===== src/hid_pkg.sv =====
// Purpose: Shared constants and types for the hardware integer divider.
// Assumes: APB slave with 32-bit data, word-aligned registers.
// Notes: Register offsets are byte addresses.
package hid_pkg;

    localparam logic [11:0] HID_OFF_CTRL = 12'h000;
    localparam logic [11:0] HID_OFF_STAT = 12'h004;
    localparam logic [11:0] HID_OFF_DVD = 12'h008;
    localparam logic [11:0] HID_OFF_DVS = 12'h00C;
    localparam logic [11:0] HID_OFF_QUO = 12'h010;
    localparam logic [11:0] HID_OFF_REM = 12'h014;
    localparam logic [11:0] HID_OFF_MASK = 12'h018;

    localparam int HID_CTRL_START = 0;
    localparam int HID_CTRL_SIGNED = 1;
    localparam int HID_STAT_DONE = 0;
    localparam int HID_STAT_DZ = 1;
    localparam int HID_STAT_BUSY = 2;

    localparam logic [31:0] HID_RST_WORD = 32'h0000_0000;
    localparam logic [1:0] HID_RST_FLAGS = 2'h0;

    // Engine calculation cycles from load to done pulse
    localparam logic [3:0] HID_CALC_CYCLES = 4'h8;
    localparam logic [3:0] HID_CNT_ZERO = 4'h0;
    localparam int HID_STEP_BITS = 4;

    typedef enum logic [0:0] {HID_IDLE, HID_RUN} hid_state_t;

    typedef struct packed {
        logic [31:0] dividend;
        logic [31:0] divisor;
        logic isSigned;
    } hid_oper_t;

    typedef struct packed {
        logic [31:0] quotient;
        logic [31:0] remainder;
    } hid_result_t;

endpackage


===== src/hid_core.sv =====
// Purpose: Iterative truncating divider, four quotient bits per cycle.
// Assumes: Operands stable from load onward; load is a one-cycle pulse.
// Notes: Completes in a fixed eight steps regardless of operand values.
`timescale 1ns/1ps
`default_nettype none
module hid_core
    import hid_pkg::*;
#(
    parameter int WIDTH = 32
)
(
    input wire logic sys_clk,         // System clock
    input wire logic rst_n,           // Synchronous reset, active low
    input wire logic load,            // Take operands this cycle
    input wire hid_oper_t oper,       // Operands and mode
    output logic done,                // One-cycle pulse when result valid
    output hid_result_t result        // Quotient and remainder
);

    // The engine below is written for one 32-bit word only
    if (WIDTH != 32 || WIDTH % HID_STEP_BITS != 0)
    begin : g_width_check
        $error("hid_core: WIDTH must be 32");
    end

    typedef struct packed {
        logic run;
        logic [3:0] steps;
        logic [31:0] rem;
        logic [31:0] quo;
        logic [31:0] dvs;
        logic negQ;
        logic negR;
        logic done;
        hid_result_t result;
    } hid_core_state_t;

    hid_core_state_t st;
    hid_core_state_t next_st;

    function automatic logic [31:0] absVal(input logic [31:0] v, input logic sgn);
        absVal = (sgn && v[31]) ? 32'(-v) : v;
    endfunction

    always_comb
    begin
        logic [32:0] trial;
        logic [31:0] r;
        logic [31:0] q;
        trial = 33'h0_0000_0000;
        r = st.rem;
        q = st.quo;
        next_st = st;
        next_st.done = 1'b0;
        if (load)
        begin
            // Magnitudes are divided and signs restored, giving round toward zero
            next_st.run = 1'b1;
            next_st.steps = HID_CALC_CYCLES;
            next_st.rem = 32'h0000_0000;
            next_st.quo = absVal(oper.dividend, oper.isSigned);
            next_st.dvs = absVal(oper.divisor, oper.isSigned);
            next_st.negQ = oper.isSigned && (oper.dividend[31] ^ oper.divisor[31]);
            next_st.negR = oper.isSigned && oper.dividend[31];
        end
        else if (st.run)
        begin
            next_st.steps = st.steps - 4'h1;
            if (st.steps == 4'h1)
            begin
                next_st.run = 1'b0;
                next_st.done = 1'b1;
            end
        end
        // Restoring division, four quotient bits per step
        if (!load && st.run)
        begin
            r = st.rem;
            q = st.quo;
            for (int i = 0; i < HID_STEP_BITS; i++)
            begin
                trial = {r, q[31]} - {1'b0, st.dvs};
                if (trial[32])
                    r = {r[30:0], q[31]};
                else
                    r = trial[31:0];
                q = {q[30:0], ~trial[32]};
            end
            next_st.rem = r;
            next_st.quo = q;
            if (st.steps == 4'h1)
            begin
                next_st.result.quotient = st.negQ ? 32'(-q) : q;
                next_st.result.remainder = st.negR ? 32'(-r) : r;
            end
        end
        if (!rst_n)
        begin
            next_st = '0;
        end
    end

    always_ff @(posedge sys_clk)
    begin
        st <= next_st;
    end

    assign done = st.done;
    assign result = st.result;

endmodule
`default_nettype wire


===== src/hid_top.sv =====
// Purpose: APB-mapped 32-bit signed/unsigned integer divider.
// Assumes: APB3 slave, zero wait states, word-aligned accesses.
// Notes: Divide by zero yields all-ones magnitude quotient; flag marks it.
//
// Operation
// - Operands are 32-bit dividend and divisor, read as signed or unsigned by a control bit.
// - Starting latches the operands into the engine in one clock cycle before calculating.
// - The quotient truncates toward zero, discarding any fraction.
// - A calculation begins only when software writes the start bit, never on its own.
// - The completion flag sets ten clock cycles after the start.
// - A zero divisor during a calculation sets the division-by-zero flag.
`timescale 1ns/1ps
`default_nettype none
module hid_top
    import hid_pkg::*;
(
    input wire logic sys_clk,         // System clock, 20 MHz
    input wire logic rst_n,           // Synchronous reset, active low
    input wire logic psel,            // APB select
    input wire logic penable,         // APB access phase
    input wire logic pwrite,          // APB direction, high for write
    input wire logic [11:0] paddr,    // APB byte address
    input wire logic [31:0] pwdata,   // APB write data
    output logic [31:0] prdata,       // APB read data
    output logic pready,              // APB ready, always high
    output logic pslverr,             // APB error for unmapped address
    output logic irq                  // Level interrupt, unmasked flag set
);

    typedef struct packed {
        hid_state_t fsm;
        logic [31:0] dividend;
        logic [31:0] divisor;
        logic isSigned;
        logic [1:0] flags;
        logic [1:0] mask;
        logic load;
        logic [3:0] elapsed;
        hid_result_t result;
        logic [31:0] rdata;
    } hid_top_state_t;

    hid_top_state_t st;
    hid_top_state_t next_st;

    logic coreDone;
    hid_result_t coreResult;
    hid_oper_t oper;

    logic access;
    logic wrEn;
    logic rdEn;
    logic mapped;

    assign access = psel && penable;
    assign wrEn = access && pwrite;
    assign rdEn = access && !pwrite;
    assign mapped = (paddr == HID_OFF_CTRL) || (paddr == HID_OFF_STAT)
        || (paddr == HID_OFF_DVD) || (paddr == HID_OFF_DVS)
        || (paddr == HID_OFF_QUO) || (paddr == HID_OFF_REM)
        || (paddr == HID_OFF_MASK);

    assign oper.dividend = st.dividend;
    assign oper.divisor = st.divisor;
    assign oper.isSigned = st.isSigned;

    hid_core #(
        .WIDTH(32)
    ) u_core (
        .sys_clk(sys_clk),
        .rst_n(rst_n),
        .load(st.load),
        .oper(oper),
        .done(coreDone),
        .result(coreResult)
    );

    always_comb
    begin
        logic startReq;
        logic [1:0] setFlags;
        startReq = wrEn && (paddr == HID_OFF_CTRL) && pwdata[HID_CTRL_START];
        setFlags = 2'h0;
        next_st = st;
        next_st.load = 1'b0;
        next_st.rdata = 32'h0000_0000;

        unique case (st.fsm)
            HID_IDLE:
            begin
                if (startReq)
                begin
                    // Load pulse next cycle; engine latches operands then
                    next_st.fsm = HID_RUN;
                    next_st.load = 1'b1;
                    next_st.elapsed = HID_CNT_ZERO;
                    next_st.flags = HID_RST_FLAGS;
                end
            end
            HID_RUN:
            begin
                next_st.elapsed = st.elapsed + 4'h1;
                if (st.divisor == 32'h0000_0000)
                    setFlags[HID_STAT_DZ] = 1'b1;
                if (coreDone)
                begin
                    next_st.fsm = HID_IDLE;
                    next_st.result = coreResult;
                    setFlags[HID_STAT_DONE] = 1'b1;
                end
            end
        endcase

        if (wrEn)
        begin
            // Operands are locked while running so the engine sees stable values
            if (paddr == HID_OFF_CTRL)
                next_st.isSigned = (st.fsm == HID_IDLE) ? pwdata[HID_CTRL_SIGNED] : st.isSigned;
            if (paddr == HID_OFF_DVD && st.fsm == HID_IDLE)
                next_st.dividend = pwdata;
            if (paddr == HID_OFF_DVS && st.fsm == HID_IDLE)
                next_st.divisor = pwdata;
            if (paddr == HID_OFF_STAT && !startReq)
                next_st.flags = next_st.flags & ~pwdata[1:0];
            if (paddr == HID_OFF_MASK)
                next_st.mask = pwdata[1:0];
        end
        // Hardware set wins over a same-cycle software clear
        next_st.flags = next_st.flags | setFlags;

        if (rdEn)
        begin
            unique case (paddr)
                HID_OFF_CTRL: next_st.rdata = {30'h0, st.isSigned, 1'b0};
                HID_OFF_STAT: next_st.rdata = {29'h0, st.fsm == HID_RUN, st.flags};
                HID_OFF_DVD: next_st.rdata = st.dividend;
                HID_OFF_DVS: next_st.rdata = st.divisor;
                HID_OFF_QUO: next_st.rdata = st.result.quotient;
                HID_OFF_REM: next_st.rdata = st.result.remainder;
                HID_OFF_MASK: next_st.rdata = {30'h0, st.mask};
                default: next_st.rdata = 32'h0000_0000;
            endcase
        end

        if (!rst_n)
        begin
            next_st = '0;
            next_st.fsm = HID_IDLE;
            next_st.dividend = HID_RST_WORD;
            next_st.divisor = HID_RST_WORD;
        end
    end

    always_ff @(posedge sys_clk)
    begin
        st <= next_st;
    end

    // Read data is combinational from state so a zero-wait access returns it
    always_comb
    begin
        prdata = 32'h0000_0000;
        if (rdEn)
        begin
            unique case (paddr)
                HID_OFF_CTRL: prdata = {30'h0, st.isSigned, 1'b0};
                HID_OFF_STAT: prdata = {29'h0, st.fsm == HID_RUN, st.flags};
                HID_OFF_DVD: prdata = st.dividend;
                HID_OFF_DVS: prdata = st.divisor;
                HID_OFF_QUO: prdata = st.result.quotient;
                HID_OFF_REM: prdata = st.result.remainder;
                HID_OFF_MASK: prdata = {30'h0, st.mask};
                default: prdata = 32'h0000_0000;
            endcase
        end
    end

    assign pready = 1'b1;
    assign pslverr = access && !mapped;
    assign irq = |(st.flags & st.mask);

endmodule
`default_nettype wire


===== config.mk =====
export PLATFORM = sky130hd
export DESIGN_NAME = hid_top
export DESIGN_NICKNAME = d
export VERILOG_FILES = /design/src/hid_pkg.sv /design/src/hid_core.sv /design/src/hid_top.sv
export SDC_FILE = /design/constraint.sdc
export NUM_CORES = 1
export LEC_CHECK = 0
export BUFFER_PORTS_ARGS = -buffer_cell sky130_fd_sc_hd__clkbuf_2
export CELL_PAD_IN_SITES_DETAIL_PLACEMENT = 0
export CELL_PAD_IN_SITES_GLOBAL_PLACEMENT = 1
export CORE_ASPECT_RATIO = 0.7
export CORE_MARGIN = 2
export CORE_UTILIZATION = 33
export DETAILED_ROUTE_END_ITERATION = 7
export HOLD_SLACK_MARGIN = 0.08
export PLACE_DENSITY_LB_ADDON = 0.1
export SLEW_MARGIN = 20
export SYNTH_ARGS = -nofsm -noshare
export SYNTH_HDL_FRONTEND = slang
export SYNTH_SLANG_ARGS = --single-unit
export TNS_END_PERCENT = 50

===== constraint.sdc =====
create_clock -name sys_clk -period 20.8 [get_ports sys_clk]
set_input_delay 4.16 -clock sys_clk [delete_from_list [all_inputs] [get_ports sys_clk]]
set_output_delay 4.16 -clock sys_clk [all_outputs]
set_load 0.02 [all_outputs]

* Word-level counts from Yosys, hierarchy flattened
Cells that the tools add are included.
** Storage, ports and cells
- Bits in registers :: 303
- Output and inout port bits :: 35
- Input port bits :: 49
** Cells by class
- Multiplexer cells :: 32
- Add/sub/neg operators :: 9
- Equality and inequality tests :: 7
- Bitwise logic cells :: 12
- Reduce and logical (&&, ||, !) cells :: 37
** Operator list (number)
- 32-bit two-way mux :: 13
- 32-bit case mux with 7 select lines :: 1
- 33-bit by 32-bit subtractor with 33-bit output :: 4
- 32-bit negation :: 4
- 98-bit two-way mux :: 1
- 64-bit two-way mux :: 1
- 12-bit by 5-bit == test with 1-bit output (second input constant) :: 3
- 32-bit logical NOT :: 1
- 12-bit by 4-bit == test with 1-bit output (second input constant) :: 2
- 5-bit two-way mux :: 3
- 1-bit logical AND :: 13
- 12-bit by 3-bit == test with 1-bit output (second input constant) :: 1
- 12-bit logical NOT :: 1
- 2-bit two-way mux :: 5
- 2-bit AND reduction :: 5
- 1-bit NOT :: 7
- 1-bit logical OR :: 6
- 1-bit two-way mux :: 6
- 2-bit OR reduction :: 3
- 2-bit AND :: 2
- 4-bit by 1-bit == test with 1-bit output (second input constant) :: 1
- 1-bit logical NOT :: 4
- 4-bit two-way mux :: 1
- 2-bit nonzero test :: 2
- other kinds (7) :: 7

* Longest topological paths before layout
- Depth in word-level cells :: 14
- Depth in mapped cells :: 70
- Depth with buffers taken out :: 59

* By module
A second synthesis with hierarchy kept.
** Unflattened totals
- Cell total of the unflattened synthesis :: 3306
- Area total of the unflattened synthesis :: 24963.9 um2
** By module, submodules not included
- hid_core :: instances 1, cells an instance 2518, area an instance 18597.8 um2
- hid_top :: instances 1, cells an instance 788, area an instance 6366.1 um2

* Worst setup path after synthesis
Ideal clock, no wire load.
- Kind :: flip-flop to flip-flop
- From :: register u_core.st[67] (netlist name)
- To :: register u_core.st, in the netlist u_core.result[22]
- Arrival time :: 14.537 ns
- Path slack :: 6.189 ns
- Buffers on the path :: 13
- Clock period less this slack :: 14.611 ns
- Setup time :: 0.074 ns
- Stages on the path, launching flop included :: 65
- Path through :: dfxtp_1 > ha_1 > inv_1 > fa_1 > a211oi_2 > o211ai_2 > a211oi_4 > o31a_2 > nand3_1 > nand2_1 > clkbuf_1 > clkbuf_1 > buf_1 > nand2_1 > nand2_1 > ha_1 > nor2b_1 > o31a_1 > [... 29 more ...] > o211ai_1 > a311o_1 > a31oi_1 > a21oi_1 > o21ai_0 > a21oi_2 > nor2_2 > buf_4 > buf_2 > buf_2 > a21oi_1 > inv_1 > ha_1 > o211ai_2 > and4bb_2 > nand3_1 > or4_1 > a31oi_1
** Between the ends
- Word-level cells in the longest chain between the ends :: 14
** RTL lines
- start: declaration :: RTL line hid_core.sv:38 : hid_core_state_t st;
- start signal: assignment :: RTL line hid_core.sv:105 : st <= next_st;
- 33-bit by 32-bit subtractor with 33-bit output :: RTL line hid_core.sv:82 : trial = {r, q[31]} - {1'b0, st.dvs};
- 32-bit two-way mux :: RTL line hid_core.sv:83 : if (trial[32])
- 32-bit two-way mux :: RTL line hid_core.sv:76 : if (!load && st.run)
- 33-bit by 32-bit subtractor with 33-bit output :: RTL line hid_core.sv:82
- 32-bit two-way mux :: RTL line hid_core.sv:83
- 32-bit two-way mux :: RTL line hid_core.sv:76
- 33-bit by 32-bit subtractor with 33-bit output :: RTL line hid_core.sv:82
- 32-bit two-way mux :: RTL line hid_core.sv:83
- 32-bit two-way mux :: RTL line hid_core.sv:76
- 33-bit by 32-bit subtractor with 33-bit output :: RTL line hid_core.sv:82
- 32-bit two-way mux (*) :: RTL line hid_core.sv:83
- 32-bit two-way mux (*) :: RTL line hid_core.sv:76
- 32-bit negation :: RTL line hid_core.sv:94 : next_st.result.remainder = st.negR ? 32'(-r) : r;
- 32-bit two-way mux (*) :: RTL line hid_core.sv:94
Mark *: on every way between the ends. The rest lies on a longest branch, timed or not. The select of a mux whose other input is x is not followed.
A chain may end at the register's enable or synchronous reset.

* Final worst setup path
- From :: register u_core.st[130] (netlist name)
- To :: register u_core.st, in the netlist u_core.result[60]
** Between the ends
- Word-level cells in the longest chain between the ends :: 13
- Elaborated cells on any way between the ends :: 16
** RTL lines
- 33-bit by 32-bit subtractor with 33-bit output :: RTL line hid_core.sv:82
- 32-bit two-way mux :: RTL line hid_core.sv:83
- 32-bit two-way mux :: RTL line hid_core.sv:76
- 33-bit by 32-bit subtractor with 33-bit output :: RTL line hid_core.sv:82
- 32-bit two-way mux :: RTL line hid_core.sv:83
- 32-bit two-way mux :: RTL line hid_core.sv:76
- 33-bit by 32-bit subtractor with 33-bit output :: RTL line hid_core.sv:82
- 32-bit two-way mux :: RTL line hid_core.sv:83
- 32-bit two-way mux :: RTL line hid_core.sv:76
- 33-bit by 32-bit subtractor with 33-bit output :: RTL line hid_core.sv:82
- 1-bit NOT :: RTL line hid_core.sv:87 : q = {q[30:0], ~trial[32]};
- 32-bit negation (*) :: RTL line hid_core.sv:93 : next_st.result.quotient = st.negQ ? 32'(-q) : q;
- 32-bit two-way mux (*) :: RTL line hid_core.sv:93
Marked as above.

==> metrics.yaml <==
run_status:
  status: "finished, violations left"
  violations: "DRC"
clock_tree:
  path_clk_slew_ns: 0.07
  cts_hold_repair.buffers: 0
  cts_tree: "done"
  cts_resized: 0
  post_cts_buffers: 0
  insertion_delay_ns: 0.56
  htree_levels: 2
  clock_sinks: 303
  root_buffer: "clkbuf_16"
  cts_buffer_depth: 3
  cts_made_buffers: 34
timing:
  finalHoldViolations: 0
  finalCritPeriodShare_pct: 88.08
  relSlewSlack_pct: 25.64
  setup_viol: 0
  maxSlewViolCount: 0
  tightest_slew_ns: 1.115
  fmax_mhz: 54.58
  fin_skew_ns: 0.03008
  fin_crit_ns: 18.32
  rsz0062_at_grt: "false"
  setup_tns_ns: 0
placed_design:
  place_hpwl_um: 81840
  dpl_cell_area_mm2: 0.02495
  gp_congestion: 1.002
  io_buffers: 82
pwr:
  powerDensity_mw_per_mm2: 78.76
  switchingPower_uw: 820.6
  swShare_pct: 39.81
  seqPwrFrac_pct: 28.1
  intPower_uw: 1241
  clockPowerShare_pct: 33.1
  power_leakage_uw: 0.009951
  ir_drop_mv: 0.07157
  p_comb_share_pct: 38.8
setup_path:
  r2r_slack_ns: 2.48
  cp_data_arrival_time_ns: 18.79
  critPathKind: "register to register"
  end_kind: "register"
  cp_slowest_cell: "a221oi_1"
  critPathLaunchType: "register"
  critical_path_required_ns: 21.27
  path_max_fanout: 36
  critPathMostFrequentCell: "a21oi_1"
  worst_path_largest_cell_delay_ns: 0.63
routing:
  wl_per_cell_um: 24.82
  drtPass1Iterations: 8
  route.detailed.drc: 2
  drt_iter0_drc: 2606
  vias: 24401
  postRouteAntennaNets: 0
  viasPerCell: 5.825
  wl_um: 104000
logic_synthesis:
  synth_seq_area_share_pct: 25.60
  synth_edf_count: 0
  yosys.cell_count.top_type: "nand2_1"
  synth-xor-area-share_pct: 7.244
  synth_mux_area_share_pct: 3.786
  yosys.area_share.simple_pct: 22.97
  synth_compound_area_share_pct: 28.11
  synth_warnings: 0
  synth_top_family_by_area: "compound AO/OA/AOI/OAI gates"
  ys_top_cells_by_count: "nand2_1, a21oi_1, dfxtp_1, nor2_1, o21ai_0"
  ys.flop_type: "dfxtp_1"
  synth_nets: 3413
  async_flop_share_pct: 0
  synth_area_mm2: 0.02370
  yosys.area.top_type: "dfxtp_1"
  synthDistinctLibCells: 100
  synth_cells: 3226
  synth.ff_latch_count: 303
  synthAdderAreaFrac_pct: 7.413
  synth_top_area_share_pct: 25.60
  avgSynthCellArea_um2: 7.346
  ys_top_cells_by_area: "dfxtp_1, nand2_1, a21oi_1, ha_1, a211oi_1"
global_route:
  grt_pass1_wl_um: 151900
  gr-usage-all-layers_pct: 27.38
  overflow: 0
  grt_pass1_vias: 22200
  grt_max_degree: 92
  antenna_found_initial: 1
floorplan:
  ioPinCount: 84
  rows: 82
  dieHeight_um: 228.2
  die_w_um: 324.3
  die_area_mm2: 0.07400
  initial_utilization_pct: 33.23
  core_area_mm2: 0.07131
finish:
  drive_gt1_share_pct: 8.535
  fin_nets: 3385
  stdcell_area_mm2: 0.02617
  area_growth_pct: 10.45
flow_run:
  maxCapViolCount: 0
min_path:
  worst_hold_path_type: "register to register"
==> through the flow <==
stage                     instances  power, uW  worst slack, ns  util (%)  hold WS (ns)
final                          4189       2061            2.479     36.71        0.4377
after global routing           4188       2145            1.542     36.70        0.4719
after CTS                      4187       2052            2.959     36.68        0.4455
after detailed placement       4127       1364            3.100     34.99        0.4435
after global placement         4125       1368            3.554     34.97        0.4383
after floorplan                3226       1104            6.189         -        0.4287
==> cells in the final DEF (no fill, tap or decap), types with 26 or more instances in the layout <==
cell type    n
nand2_1    536
a21oi_1    375
dfxtp_1    301
nor2_1     234
o21ai_0    156
a211oi_1   146
ha_1       134
xnor2_1    111
inv_1      107
xor2_1      85
clkbuf_2    82
nor3_1      65
nand3_1     64
mux2i_1     59
a21o_1      51
nor2b_1     36
buf_4       36
clkbuf_16   35
and3_1      33
o21a_1      32
a222oi_1    30
o31ai_1     29
nand2b_1    29
nor4_1      28
or3_1       27
a31oi_1     27
mux2_2      26
==> state kept, by name, summed over array words and instances (netlist names) <==
signal / cells
u_core.done: 1
st: 70
oper: 65
u_core.st: 103
u_core.result: 64
==> metal layers <==
metal	track usage (%)	up-vias	routed length (um)
li1	-	11635	-
met1	44.88	11866	54540
met2	37.02	836	40680
met3	4.918	64	7827
met4	2.807	0	909
met5	0	-	0
==> cell families (layout without fill, tap and decap cells) <==
kind of cell    Yosys count  count (layout)
compound gates         1024            1024
xor+xnor                196             196
fa+ha+maj               138             138
buf+inv                 297             293
flops                   303             303
mux                      86              86
other cells               1               2
simple gates           1181            1181
==> cell type report <==
class                      instances  area [um2]
antenna                            1       2.502
clock buffer                      48       984.7
clock inverter                    12       226.5
fill                            7642       45130
inverter                         112       427.9
multi-input combinational       2626       16550
sequential                       303        6073
tap                              966        1209
timing repair buffer             121       698.2
==> worst paths after layout <==
kind,endpoint,depth (start not counted),start
setup / recovery,u_core.result[60],60,u_core.st[130]
hold / removal,st[52],2,u_core.result[20]
setup reg to reg,u_core.result[60],60,u_core.st[130]
hold reg to reg,st[52],2,u_core.result[20]
==> power by group through the flow <==
| stage | logic, uW | registers (uW) | clock network (uW) |
|---|---|---|---|
| 5_1_grt | 843 | 579 | 723 |
| 6_report | 800 | 580 | 682 |
| 4_1_cts | 775 | 580 | 697 |
| 3_3_place_gp | 775 | 593 | 0 |
| 2_1_floorplan | 511 | 593 | 0 |
| 3_5_place_dp | 771 | 593 | 0 |
==> critical path, delay by kind of cell, from the launching register on <==
family,cells,cell delay (ns)
compound gates,27,8.34
xor+xnor,1,0.13
fa+ha+maj,6,2.00
buf+inv,8,2.40
flops,1,0.32
mux,1,0.32
simple gates,17,4.61
No activity file was read; power rests on OpenSTA's default activity.
